### config.mk
export PLATFORM = sky130hd
export DESIGN_NAME = rpr_router
export DESIGN_NICKNAME = d
export VERILOG_FILES = /design/src/pkg/rpr_pkg.sv /design/src/rtl/rpr_out_mux.sv /design/src/rtl/rpr_router.sv
export VERILOG_INCLUDE_DIRS = /design/src /design/src/pkg
export SDC_FILE = /design/constraint.sdc
export NUM_CORES = 1
export LEC_CHECK = 0
export BUFFER_PORTS_ARGS = -buffer_cell sky130_fd_sc_hd__buf_2
export CAP_MARGIN = 20
export CORE_ASPECT_RATIO = 1.1
export CORE_MARGIN = 2
export CORE_UTILIZATION = 25
export DETAILED_ROUTE_END_ITERATION = 10
export PLACE_DENSITY = 0.52
export SKIP_CTS_REPAIR_TIMING = 1
export SLEW_MARGIN = 20
export SYNTH_ARGS = -nofsm -noshare
export SYNTH_HDL_FRONTEND = slang
export SYNTH_HIERARCHICAL = 1
export SYNTH_SLANG_ARGS = --single-unit
### constraint.sdc
create_clock -name ref_clk -period 2.22 [get_ports ref_clk]
set_input_delay 0.333 -clock ref_clk [delete_from_list [all_inputs] [get_ports ref_clk]]
set_output_delay 0.333 -clock ref_clk [all_outputs]
set_load 0.05 [all_outputs]
### src/pkg/rpr_defs.svh
`ifndef RPR_DEFS_SVH
`define RPR_DEFS_SVH
// byte offsets on the register bus
`define RPR_OFS_CAP_ROUTE   8'h00
`define RPR_OFS_FAULT_ROUTE 8'h04
`define RPR_OFS_OUT_28_29   8'h08
`define RPR_OFS_OUT_30_31   8'h0C
`define RPR_OFS_ALT_CLK     8'h10
// field positions inside a route register
`define RPR_HI_LSB          8
`define RPR_LO_LSB          0
`define RPR_ALT_BIT         0
// reset values
`define RPR_IN_SEL_RST      6'h3F
`define RPR_OUT_SEL_RST     6'h00
`define RPR_ALT_RST         1'b0
// codes and sizes
`define RPR_SEL_NULL        6'h00
`define RPR_SCK1_CODE       6'h08
`define RPR_NUM_PINS        6'd46
`endif

### src/pkg/rpr_pkg.sv
package rpr_pkg;
    typedef logic [5:0]  rpr_sel_type;
    typedef logic [15:0] rpr_reg_type;
endpackage

### src/rtl/rpr_out_mux.sv
`include "rpr_defs.svh"
module rpr_out_mux
    import rpr_pkg::*;
(
    input  wire logic        ref_clk,
    input  wire logic        rst,
    input  wire rpr_sel_type sel,
    input  wire logic [63:0] periphOut,
    input  wire logic        altMapOn,
    input  wire logic        portOut,
    input  wire logic        portOe,
    input  wire logic        pmpOut,
    input  wire logic        pmpOe,
    output logic             pinOut,
    output logic             pinOe
);
    logic pinOut_ff;
    logic pinOe_ff;
    logic nxt_pinOut;
    logic nxt_pinOe;
    logic remapOn;

    // the serial clock code is withheld from pins while it rides the fixed pin
    assign remapOn = (sel != `RPR_SEL_NULL) &&
                     !(altMapOn && (sel == `RPR_SCK1_CODE));

    always_comb begin
        if (remapOn) begin
            nxt_pinOut = periphOut[sel];
            nxt_pinOe  = 1'b1;
        end else if (pmpOe) begin
            nxt_pinOut = pmpOut;
            nxt_pinOe  = 1'b1;
        end else begin
            nxt_pinOut = portOut;
            nxt_pinOe  = portOe;
        end
    end

    always_ff @(posedge ref_clk) begin
        if (rst) begin
            pinOut_ff <= 1'b0;
            pinOe_ff  <= 1'b0;
        end else begin
            pinOut_ff <= nxt_pinOut;
            pinOe_ff  <= nxt_pinOe;
        end
    end

    assign pinOut = pinOut_ff;
    assign pinOe  = pinOe_ff;
endmodule // rpr_out_mux

### src/rtl/rpr_router.sv
// How it works
// - each remappable output pin has its own field choosing the peripheral output.
// - every output route register holds two separate six-bit pin fields.
// - a zero output code leaves the pin free of any remapped peripheral.
// - with the alternate bit set, serial clock one drives only the fixed pin.
// - with the alternate bit clear, serial clock one follows the pin fields.
// - capture route register: channel 8 in bits 13-8, channel 7 in 5-0.
// - fault route register: fault B in bits 13-8, fault A in 5-0.
// - output registers: pin 29 high, 28 low; pin 31 high, 30 low.
// - on smaller packages the pin 31 field is absent and reads zero.
// - unimplemented bits ignore writes and read as zero.
// - an input field value picks the remappable pin of that number.
// - a remapped output beats parallel master port and port output.
// - an analog-enabled pin feeds zero into any remapped input.
`include "rpr_defs.svh"
module rpr_router
    import rpr_pkg::*;
#(
    parameter bit PIN31_PRESENT = 1'b1
)(
    input  wire logic        ref_clk,
    input  wire logic        rst,
    input  wire logic        hsel,
    input  wire logic [31:0] haddr,
    input  wire logic [1:0]  htrans,
    input  wire logic        hwrite,
    input  wire logic [2:0]  hsize,
    input  wire logic [31:0] hwdata,
    input  wire logic        hready,
    output logic      [31:0] hrdata,
    output logic             hreadyout,
    output logic             hresp,
    input  wire logic [63:0] periphOut,
    input  wire logic [45:0] pinIn,
    input  wire logic [45:0] analogEn,
    input  wire logic [3:0]  portOut,
    input  wire logic [3:0]  portOe,
    input  wire logic [3:0]  pmpOut,
    input  wire logic [3:0]  pmpOe,
    output logic      [3:0]  pinOut,
    output logic      [3:0]  pinOe,
    output logic             altClkOut,
    output logic             altClkOe,
    output logic             capCh7In,
    output logic             capCh8In,
    output logic             faultAIn,
    output logic             faultBIn
);
    // bus state
    logic        wrPend_ff;
    logic [7:0]  wrAddr_ff;
    logic [31:0] hrdata_ff;
    logic        nxt_wrPend;
    logic [7:0]  nxt_wrAddr;
    logic [31:0] nxt_hrdata;
    logic        addrTaken;

    // routing fields
    rpr_sel_type cap7_ff, cap8_ff, fltA_ff, fltB_ff;
    rpr_sel_type out28_ff, out29_ff, out30_ff, out31_ff;
    logic        altMap_ff;
    rpr_sel_type nxt_cap7, nxt_cap8, nxt_fltA, nxt_fltB;
    rpr_sel_type nxt_out28, nxt_out29, nxt_out30, nxt_out31;
    logic        nxt_altMap;

    // pin input synchroniser and routed inputs
    logic [45:0] pinMeta_ff;
    logic [45:0] pinSync_ff;
    logic        cap7In_ff, cap8In_ff, fltAIn_ff, fltBIn_ff;
    logic        altClk_ff;
    logic        nxt_cap7In, nxt_cap8In, nxt_fltAIn, nxt_fltBIn;
    logic        nxt_altClk;
    rpr_sel_type outSel [4];

    function automatic logic pick_pin(input rpr_sel_type sel, input logic [45:0] lvl,
                                      input logic [45:0] ana);
        logic hit;
        hit = 1'b0;
        if (sel < `RPR_NUM_PINS) begin
            hit = lvl[sel] && !ana[sel];
        end
        return hit;
    endfunction

    function automatic rpr_reg_type pack_pair(input rpr_sel_type hi, input rpr_sel_type lo);
        rpr_reg_type r;
        r = 16'h0000;
        r[`RPR_HI_LSB +: 6] = hi;
        r[`RPR_LO_LSB +: 6] = lo;
        return r;
    endfunction

    // zero wait states, so the address phase is taken whenever hready is high
    assign addrTaken = hsel && htrans[1] && hready;

    always_comb begin
        nxt_wrPend = addrTaken && hwrite;
        nxt_wrAddr = addrTaken ? haddr[7:0] : wrAddr_ff;
        nxt_cap7   = cap7_ff;
        nxt_cap8   = cap8_ff;
        nxt_fltA   = fltA_ff;
        nxt_fltB   = fltB_ff;
        nxt_out28  = out28_ff;
        nxt_out29  = out29_ff;
        nxt_out30  = out30_ff;
        nxt_out31  = out31_ff;
        nxt_altMap = altMap_ff;
        if (wrPend_ff) begin
            unique case (wrAddr_ff)
                `RPR_OFS_CAP_ROUTE: begin
                    nxt_cap8 = hwdata[`RPR_HI_LSB +: 6];
                    nxt_cap7 = hwdata[`RPR_LO_LSB +: 6];
                end
                `RPR_OFS_FAULT_ROUTE: begin
                    nxt_fltB = hwdata[`RPR_HI_LSB +: 6];
                    nxt_fltA = hwdata[`RPR_LO_LSB +: 6];
                end
                `RPR_OFS_OUT_28_29: begin
                    nxt_out29 = hwdata[`RPR_HI_LSB +: 6];
                    nxt_out28 = hwdata[`RPR_LO_LSB +: 6];
                end
                `RPR_OFS_OUT_30_31: begin
                    nxt_out31 = PIN31_PRESENT ? hwdata[`RPR_HI_LSB +: 6] : `RPR_SEL_NULL;
                    nxt_out30 = hwdata[`RPR_LO_LSB +: 6];
                end
                `RPR_OFS_ALT_CLK: begin
                    nxt_altMap = hwdata[`RPR_ALT_BIT];
                end
                default: begin
                end
            endcase
        end
    end

    // read data from next-state values, so a read right after a write sees it
    always_comb begin
        nxt_hrdata = 32'h0000_0000;
        if (addrTaken && !hwrite) begin
            unique case (haddr[7:0])
                `RPR_OFS_CAP_ROUTE:   nxt_hrdata[15:0] = pack_pair(nxt_cap8, nxt_cap7);
                `RPR_OFS_FAULT_ROUTE: nxt_hrdata[15:0] = pack_pair(nxt_fltB, nxt_fltA);
                `RPR_OFS_OUT_28_29:   nxt_hrdata[15:0] = pack_pair(nxt_out29, nxt_out28);
                `RPR_OFS_OUT_30_31:   nxt_hrdata[15:0] = pack_pair(nxt_out31, nxt_out30);
                `RPR_OFS_ALT_CLK:     nxt_hrdata[`RPR_ALT_BIT] = nxt_altMap;
                default:              nxt_hrdata = 32'h0000_0000;
            endcase
        end
    end

    always_ff @(posedge ref_clk) begin
        if (rst) begin
            wrPend_ff <= 1'b0;
            wrAddr_ff <= 8'h00;
            hrdata_ff <= 32'h0000_0000;
            cap7_ff   <= `RPR_IN_SEL_RST;
            cap8_ff   <= `RPR_IN_SEL_RST;
            fltA_ff   <= `RPR_IN_SEL_RST;
            fltB_ff   <= `RPR_IN_SEL_RST;
            out28_ff  <= `RPR_OUT_SEL_RST;
            out29_ff  <= `RPR_OUT_SEL_RST;
            out30_ff  <= `RPR_OUT_SEL_RST;
            out31_ff  <= `RPR_OUT_SEL_RST;
            altMap_ff <= `RPR_ALT_RST;
        end else begin
            wrPend_ff <= nxt_wrPend;
            wrAddr_ff <= nxt_wrAddr;
            hrdata_ff <= nxt_hrdata;
            cap7_ff   <= nxt_cap7;
            cap8_ff   <= nxt_cap8;
            fltA_ff   <= nxt_fltA;
            fltB_ff   <= nxt_fltB;
            out28_ff  <= nxt_out28;
            out29_ff  <= nxt_out29;
            out30_ff  <= nxt_out30;
            out31_ff  <= nxt_out31;
            altMap_ff <= nxt_altMap;
        end
    end

    assign hrdata    = hrdata_ff;
    assign hreadyout = 1'b1;
    assign hresp     = 1'b0;

    // input routing: two flops first, pins are asynchronous to ref_clk
    always_comb begin
        nxt_cap7In = pick_pin(cap7_ff, pinSync_ff, analogEn);
        nxt_cap8In = pick_pin(cap8_ff, pinSync_ff, analogEn);
        nxt_fltAIn = pick_pin(fltA_ff, pinSync_ff, analogEn);
        nxt_fltBIn = pick_pin(fltB_ff, pinSync_ff, analogEn);
        nxt_altClk = altMap_ff && periphOut[`RPR_SCK1_CODE];
    end

    always_ff @(posedge ref_clk) begin
        if (rst) begin
            pinMeta_ff <= 46'h0;
            pinSync_ff <= 46'h0;
            cap7In_ff  <= 1'b0;
            cap8In_ff  <= 1'b0;
            fltAIn_ff  <= 1'b0;
            fltBIn_ff  <= 1'b0;
            altClk_ff  <= 1'b0;
        end else begin
            pinMeta_ff <= pinIn;
            pinSync_ff <= pinMeta_ff;
            cap7In_ff  <= nxt_cap7In;
            cap8In_ff  <= nxt_cap8In;
            fltAIn_ff  <= nxt_fltAIn;
            fltBIn_ff  <= nxt_fltBIn;
            altClk_ff  <= nxt_altClk;
        end
    end

    assign capCh7In  = cap7In_ff;
    assign capCh8In  = cap8In_ff;
    assign faultAIn  = fltAIn_ff;
    assign faultBIn  = fltBIn_ff;
    assign altClkOut = altClk_ff;
    // limitation: the fixed clock pin is driven the whole time the bit is set
    assign altClkOe  = altMap_ff;

    assign outSel[0] = out28_ff;
    assign outSel[1] = out29_ff;
    assign outSel[2] = out30_ff;
    assign outSel[3] = out31_ff;

    // with the bit clear the serial clock code routes like any other code
    for (genvar k = 0; k < 4; k++) begin : g_pin
        rpr_out_mux u_mux (
            .ref_clk   (ref_clk),
            .rst       (rst),
            .sel       (outSel[k]),
            .periphOut (periphOut),
            .altMapOn  (altMap_ff),
            .portOut   (portOut[k]),
            .portOe    (portOe[k]),
            .pmpOut    (pmpOut[k]),
            .pmpOe     (pmpOe[k]),
            .pinOut    (pinOut[k]),
            .pinOe     (pinOe[k])
        );
    end
endmodule // rpr_router

# Word level (Yosys, flattened, before mapping)
# Cells that the tools add are included.
totals:
  register_bits: 195
  in_bits: 246
  elab_cells: 154
op_classes:
  n_lt_le_gt_ge: 12
  eq_ne: 12
  n_mux: 60
  bitwise: 5
  n_reduce_logical: 37
op_table:
  columns: ["operator", "count"]
  rows:
  - ["$mux 6", 16]
  - ["$bmux 1 s6", 12]
  - ["$lt 6x7->1 const B", 8]
  - ["$pmux 13 s4", 1]
  - ["$eq 8x4->1 const B", 4]
  - ["$mux 1", 30]
  - ["$eq 6x4->1 const B", 4]
  - ["$lt 6x6->1 const B", 4]
  - ["$reduce_bool 6->1", 4]
  - ["$logic_and 1x1->1", 17]
  - ["$eq 8x3->1 const B", 2]
  - ["$eq 8x5->1 const B", 2]
  - ["$logic_not 8->1", 2]
  - ["$reduce_or 2->1", 5]
  - ["$logic_not 1->1", 9]
  - ["$not 1->1", 5]
  - ["$pmux 1 s5", 1]

# Depth between registers and ports, before layout
logic_depth:
  ltp_word: 5
  ltp_mapped: 8

# Hierarchy
# Netlist, hierarchy kept.
by_module_without_submodules:
  columns: ["mod", "instances", "cells_each", "area_per_inst_um2", "seq_area_each_um2"]
  rows:
  - ["rpr_router", 1, 713, 7427.1, 3343.2]
  - ["rpr_out_mux", 4, 52, 711.9, 40.0]

# Worst setup path before layout
# OpenSTA, ideal clock, no wires.
synth_timing:
  path_kind: "register to register"
  from: "register wrAddr_ff[7]"
  to: "register hrdata_ff[10] (netlist: hrdata[10])"
  setup_time_ns: 0.115
  t_arrival_ns: 2.082
  required_time_ns: 2.105
  path_slack_ns: 0.024
  stages_incl_launch_ff: 9
  n_path_buf: 2
  synth_period_minus_slack_ns: 2.196
  path_cell_list: "dfxtp_1 or4_4 nor4b_4 and3_1 buf_2 buf_6 mux2i_1 o22ai_1 o21a_1"
synth_via:
  elab_chain_len: 4
synth_lines:
  columns: ["element", "line", "source"]
  rows:
  - ["start: declaration", "rpr_router.sv:51", "logic [7:0] wrAddr_ff;"]
  - ["start signal: assignment", "rpr_router.sv:166", "wrAddr_ff <= nxt_wrAddr;"]
  - ["$eq 8x4->1, or another cell as far along", "rpr_router.sv:109", "unique case (wrAddr_ff)"]
  - ["$mux 6", "rpr_router.sv:109", null]
  - ["$mux 6", "rpr_router.sv:108", "if (wrPend_ff) begin"]
  - ["$pmux 13 s4 *", "rpr_router.sv:139", "unique case (haddr[7:0])"]
  - ["end signal: assignment", "rpr_router.sv:167", "hrdata_ff <= nxt_hrdata;"]
  - ["end: declaration", "rpr_router.sv:52", "logic [31:0] hrdata_ff;"]
# Every way passes the cells marked *; elsewhere a longest branch is shown, timed or not.
# A chain may end at the register's enable or synchronous reset.

# Final worst setup path
layout_timing:
  from: "register wrAddr_ff[7]"
  to: "register hrdata_ff[12] (netlist: hrdata[12])"
# Same word-level chain as after synthesis.

==> qor.csv <==
stage,metric,value,unit
run_status,status,"complete, but fails checks",
run_status,failed_checks,negative setup slack,
worst_hold_path,hp-class,in -> reg,
detailed_routing,drt_iter0_drc,558,
worst_setup_path,crit_required,2.54,ns
floorplan,chipWidth,197.3,µm
floorplan,coreArea,40370,µm²
synth,syn_area,10270,µm²
worst_setup_path,crit_cells,8,
placed_design,routabilityCongestion,0.8554,
layout,final_nets,1444,
layout,seq_area,3512,µm²
timing,final.min_clock_period,2.291,ns
detailed_routing,drc_errors,0,
synth,synthCells,921,
placed_design,port_buffers,223,
placed_design,place_ws,-0.1174,ns
worst_setup_path,cp-endpoint,hrdata[12],
detailed_routing,via_per_inst,4.838,
layout,nFillCells,4125,
grt,grt_pass1_vias,8097,
cts,clk_path_buf_depth,2,
flow_run,drv_cap,0,
layout,multi_input_area,6417,µm²
detailed_routing,wl_per_cell,18.96,µm
detailed_routing,antenna_left,0,
floorplan,die_h,216.6,µm
floorplan,dieArea,42740,µm²
cts,cts_made_buffers,17,
floorplan,rows,77,
worst_setup_path,r2r_setup_slack,-0.07,ns
cts,clock-root-buffer,clkbuf_16,
placed_design,dpl.hpwl,25.33,mm
pwr,ir_worst_vdd,0.0005832,V
synth,synth.most_common_cell,dfxtp_1,
synth,seq_area_frac_synth,34.10,%
detailed_routing,vias,8370,
timing,setup_viol,9,
timing,drv_slew,0,
synth,synth-edff-count,0,
timing,slew_headroom,60.06,%
timing,rsz0062_at_grt,yes,
timing,hold-worst-slack,0.09404,ns
timing,fin_crit_sh,103.2,%
floorplan,start_util,25.45,%
worst_setup_path,path_buf_inv,2,
timing,worst_slew_pin_slew,0.5983,ns
worst_setup_path,cp_top_family,simple AND/OR/NAND/NOR gates,
synth,synth_cell_type_count,53,
synth,synthFlopType,dfxtp_1,
worst_setup_path,regToRegEndpoint,hrdata[12],
synth,synthTopCellsByArea,"dfxtp_1 (34%), mux4_2 (13%), mux4_1 (11%), nor2b_1 (8.0%), mux2i_1 (7.9%)",
floorplan,io_pins,294,
cts,cts_max_level,4,
worst_setup_path,crit_slowest_cell,or4_4,
synth,synth-async-reset-ratio,0,%
layout,drive_above_1_share,39.14,%
grt,grt_overflow,0,
cts,clk_latency,0.44,ns
grt,grt_use_total,15.01,%
worst_setup_path,reg2reg_depth,8,
worst_setup_path,crit_arrival,2.61,ns
timing,setup_slack,-0.07087,ns
timing,hold_viol_final,0,
grt,grt_max_degree,99,
pwr,leakagePower,0.005346,µW
layout,areaGrowthSynthToFinish,29.52,%
pwr,pwr_density_cell,531.8,nW/µm²
worst_setup_path,critPathKind,reg -> reg,
worst_setup_path,critPathCaptureType,flop,
synth,synth_largest_area_cell,dfxtp_1,
worst_setup_path,critPathLaunchType,flop,
synth,synth_top_area_share,34.10,%
worst_setup_path,crit_start,wrAddr_ff[7],
cts,cts_sinks,175,
detailed_routing,wl,32.80,mm
worst_setup_path,max_stage_delay,0.55,ns
grt,grt_antenna_before_repair,5,
synth,yosys-top-cells-count,"dfxtp_1 (175), nor2b_1 (131), mux2i_1 (81)",
synth,ys_warn_count,6,
detailed_routing,drt_pre_antenna_iters,5,
timing,max_freq,0.4365,GHz
timing,skew,0.01955,ns
worst_setup_path,path_cells,or4_4 -> nor4b_4 -> nand3b_1 -> buf_4 -> clkbuf_16 -> mux2i_1 -> o22ai_1 -> o21a_1,
cts,clkTransAtPathRegs,0.07,ns
worst_setup_path,cp_max_fo,5,
cts,cts_tree,done,
grt,grt_pass1_wl,48.39,mm
synth,ys_seq_elements,175,
worst_setup_path,reg2reg_from,wrAddr_ff[7],
synth,syn_avg_cell_area,11.16,µm²
==> logic make-up (layout without fill, tap and decap cells) <==
kind of cell	count (synthesis)	in the layout	share of synthesized area, %
other cells	2	28	0.07309
buf+inv	105	375	6.320
compound gates	123	123	8.390
simple gates	320	320	17.62
flops	175	175	34.10
mux	196	196	33.50
==> worst min path at each step <==
stage | startpoint | end | slack [ns] | depth (start not counted)
floorplan | rst | g_pin[0].u_mux/pinOe | 0.40 | 1
finish | pinIn[8] | pinMeta_ff[8] | 0.09 | 2
global placement | pinMeta_ff[0] | pinSync_ff[0] | 0.42 | 1
global route | pinIn[8] | pinMeta_ff[8] | 0.08 | 2
detailed placement | pinMeta_ff[15] | pinSync_ff[15] | 0.42 | 1
CTS | pinIn[18] | pinMeta_ff[18] | 0.08 | 2
==> where the power goes <==
group | total [µW] | switching, µW | internal [µW] | leakage (µW)
Clock | 3020 | 1390 | 1630 | 0.000284
Sequential | 3260 | 28.3 | 3230 | 0.00143
Combinational | 799 | 426 | 373 | 0.00363
Total | 7080 | 1840 | 5230 | 0.00535
==> flip-flops by register name, summed over array words and instances, names as in the netlist <==
| register | count |
|---|---|
| pinMeta_ff | 46 |
| pinSync_ff | 46 |
| hrdata | 12 |
| wrAddr_ff | 8 |
| cap7_ff | 6 |
| cap8_ff | 6 |
| fltA_ff | 6 |
| fltB_ff | 6 |
| out28_ff | 6 |
| out29_ff | 6 |
| out30_ff | 6 |
| out31_ff | 6 |
| g_pin.u_mux/pinOe | 4 |
| g_pin.u_mux/pinOut | 4 |
| altClkOe | 1 |
| altClkOut | 1 |
| capCh7In | 1 |
| capCh8In | 1 |
| faultAIn | 1 |
| faultBIn | 1 |
| wrPend_ff | 1 |
==> stage by stage <==
stage               power (µW)  setup TNS, ns  area, µm²  std cells  util [%]
floorplan                 3798              0      10350        941         -
global placement          4108         -1.115      12420       1688     30.77
detailed placement        4122         -1.327      12420       1688     30.77
CTS                       7167         -1.371      13010       1720     32.23
global route              7350        -0.9127      13290       1724     32.93
finish                    7077        -0.2873      13310       1730     32.97
==> cell type report <==
| cell class | count | area share, % |
|---|---|---|
| Sequential cell | 175 | 26.39 |
| Clock inverter | 13 | 1.091 |
| Inverter | 13 | 0.3667 |
| Clock buffer | 19 | 3.328 |
| Timing Repair Buffer | 330 | 15.66 |
| Antenna cell | 6 | 0.1128 |
| Tap cell | 513 | 4.823 |
| Multi-Input combinational cell | 661 | 48.22 |
==> layout by cell type, fill, tap and decap left out, drive strengths merged, types with 5 or more instances in the layout <==
master	synthesis	final
nand2	36	36
a311oi	5	5
o21a	11	11
nor2b	131	131
nand3	7	7
clkbuf	38	20
nor3	6	6
o22ai	28	28
or3	5	5
mux4	104	104
o21ai	11	11
mux2i	81	81
mux2	11	11
diode	0	6
nand3b	11	11
a21oi	20	20
conb	2	22
nor4	5	5
nor4b	5	5
buf	54	329
nor2	54	54
dfxtp	175	175
a211oi	6	6
a2111oi	7	7
nand2b	51	51
a311o	5	5
inv	13	21
==> layer usage <==
layer	up-vias	part of all wire [%]	wire length, µm	track usage, %
met2	375	48	15600	24.51
met5	-	0.079	26	0
met1	3982	43	14000	19.66
met4	4	1.7	559	4.937
met3	36	8.0	2608	3.252
li1	3973	-	-	-
(Power assumes the default switching activity.)
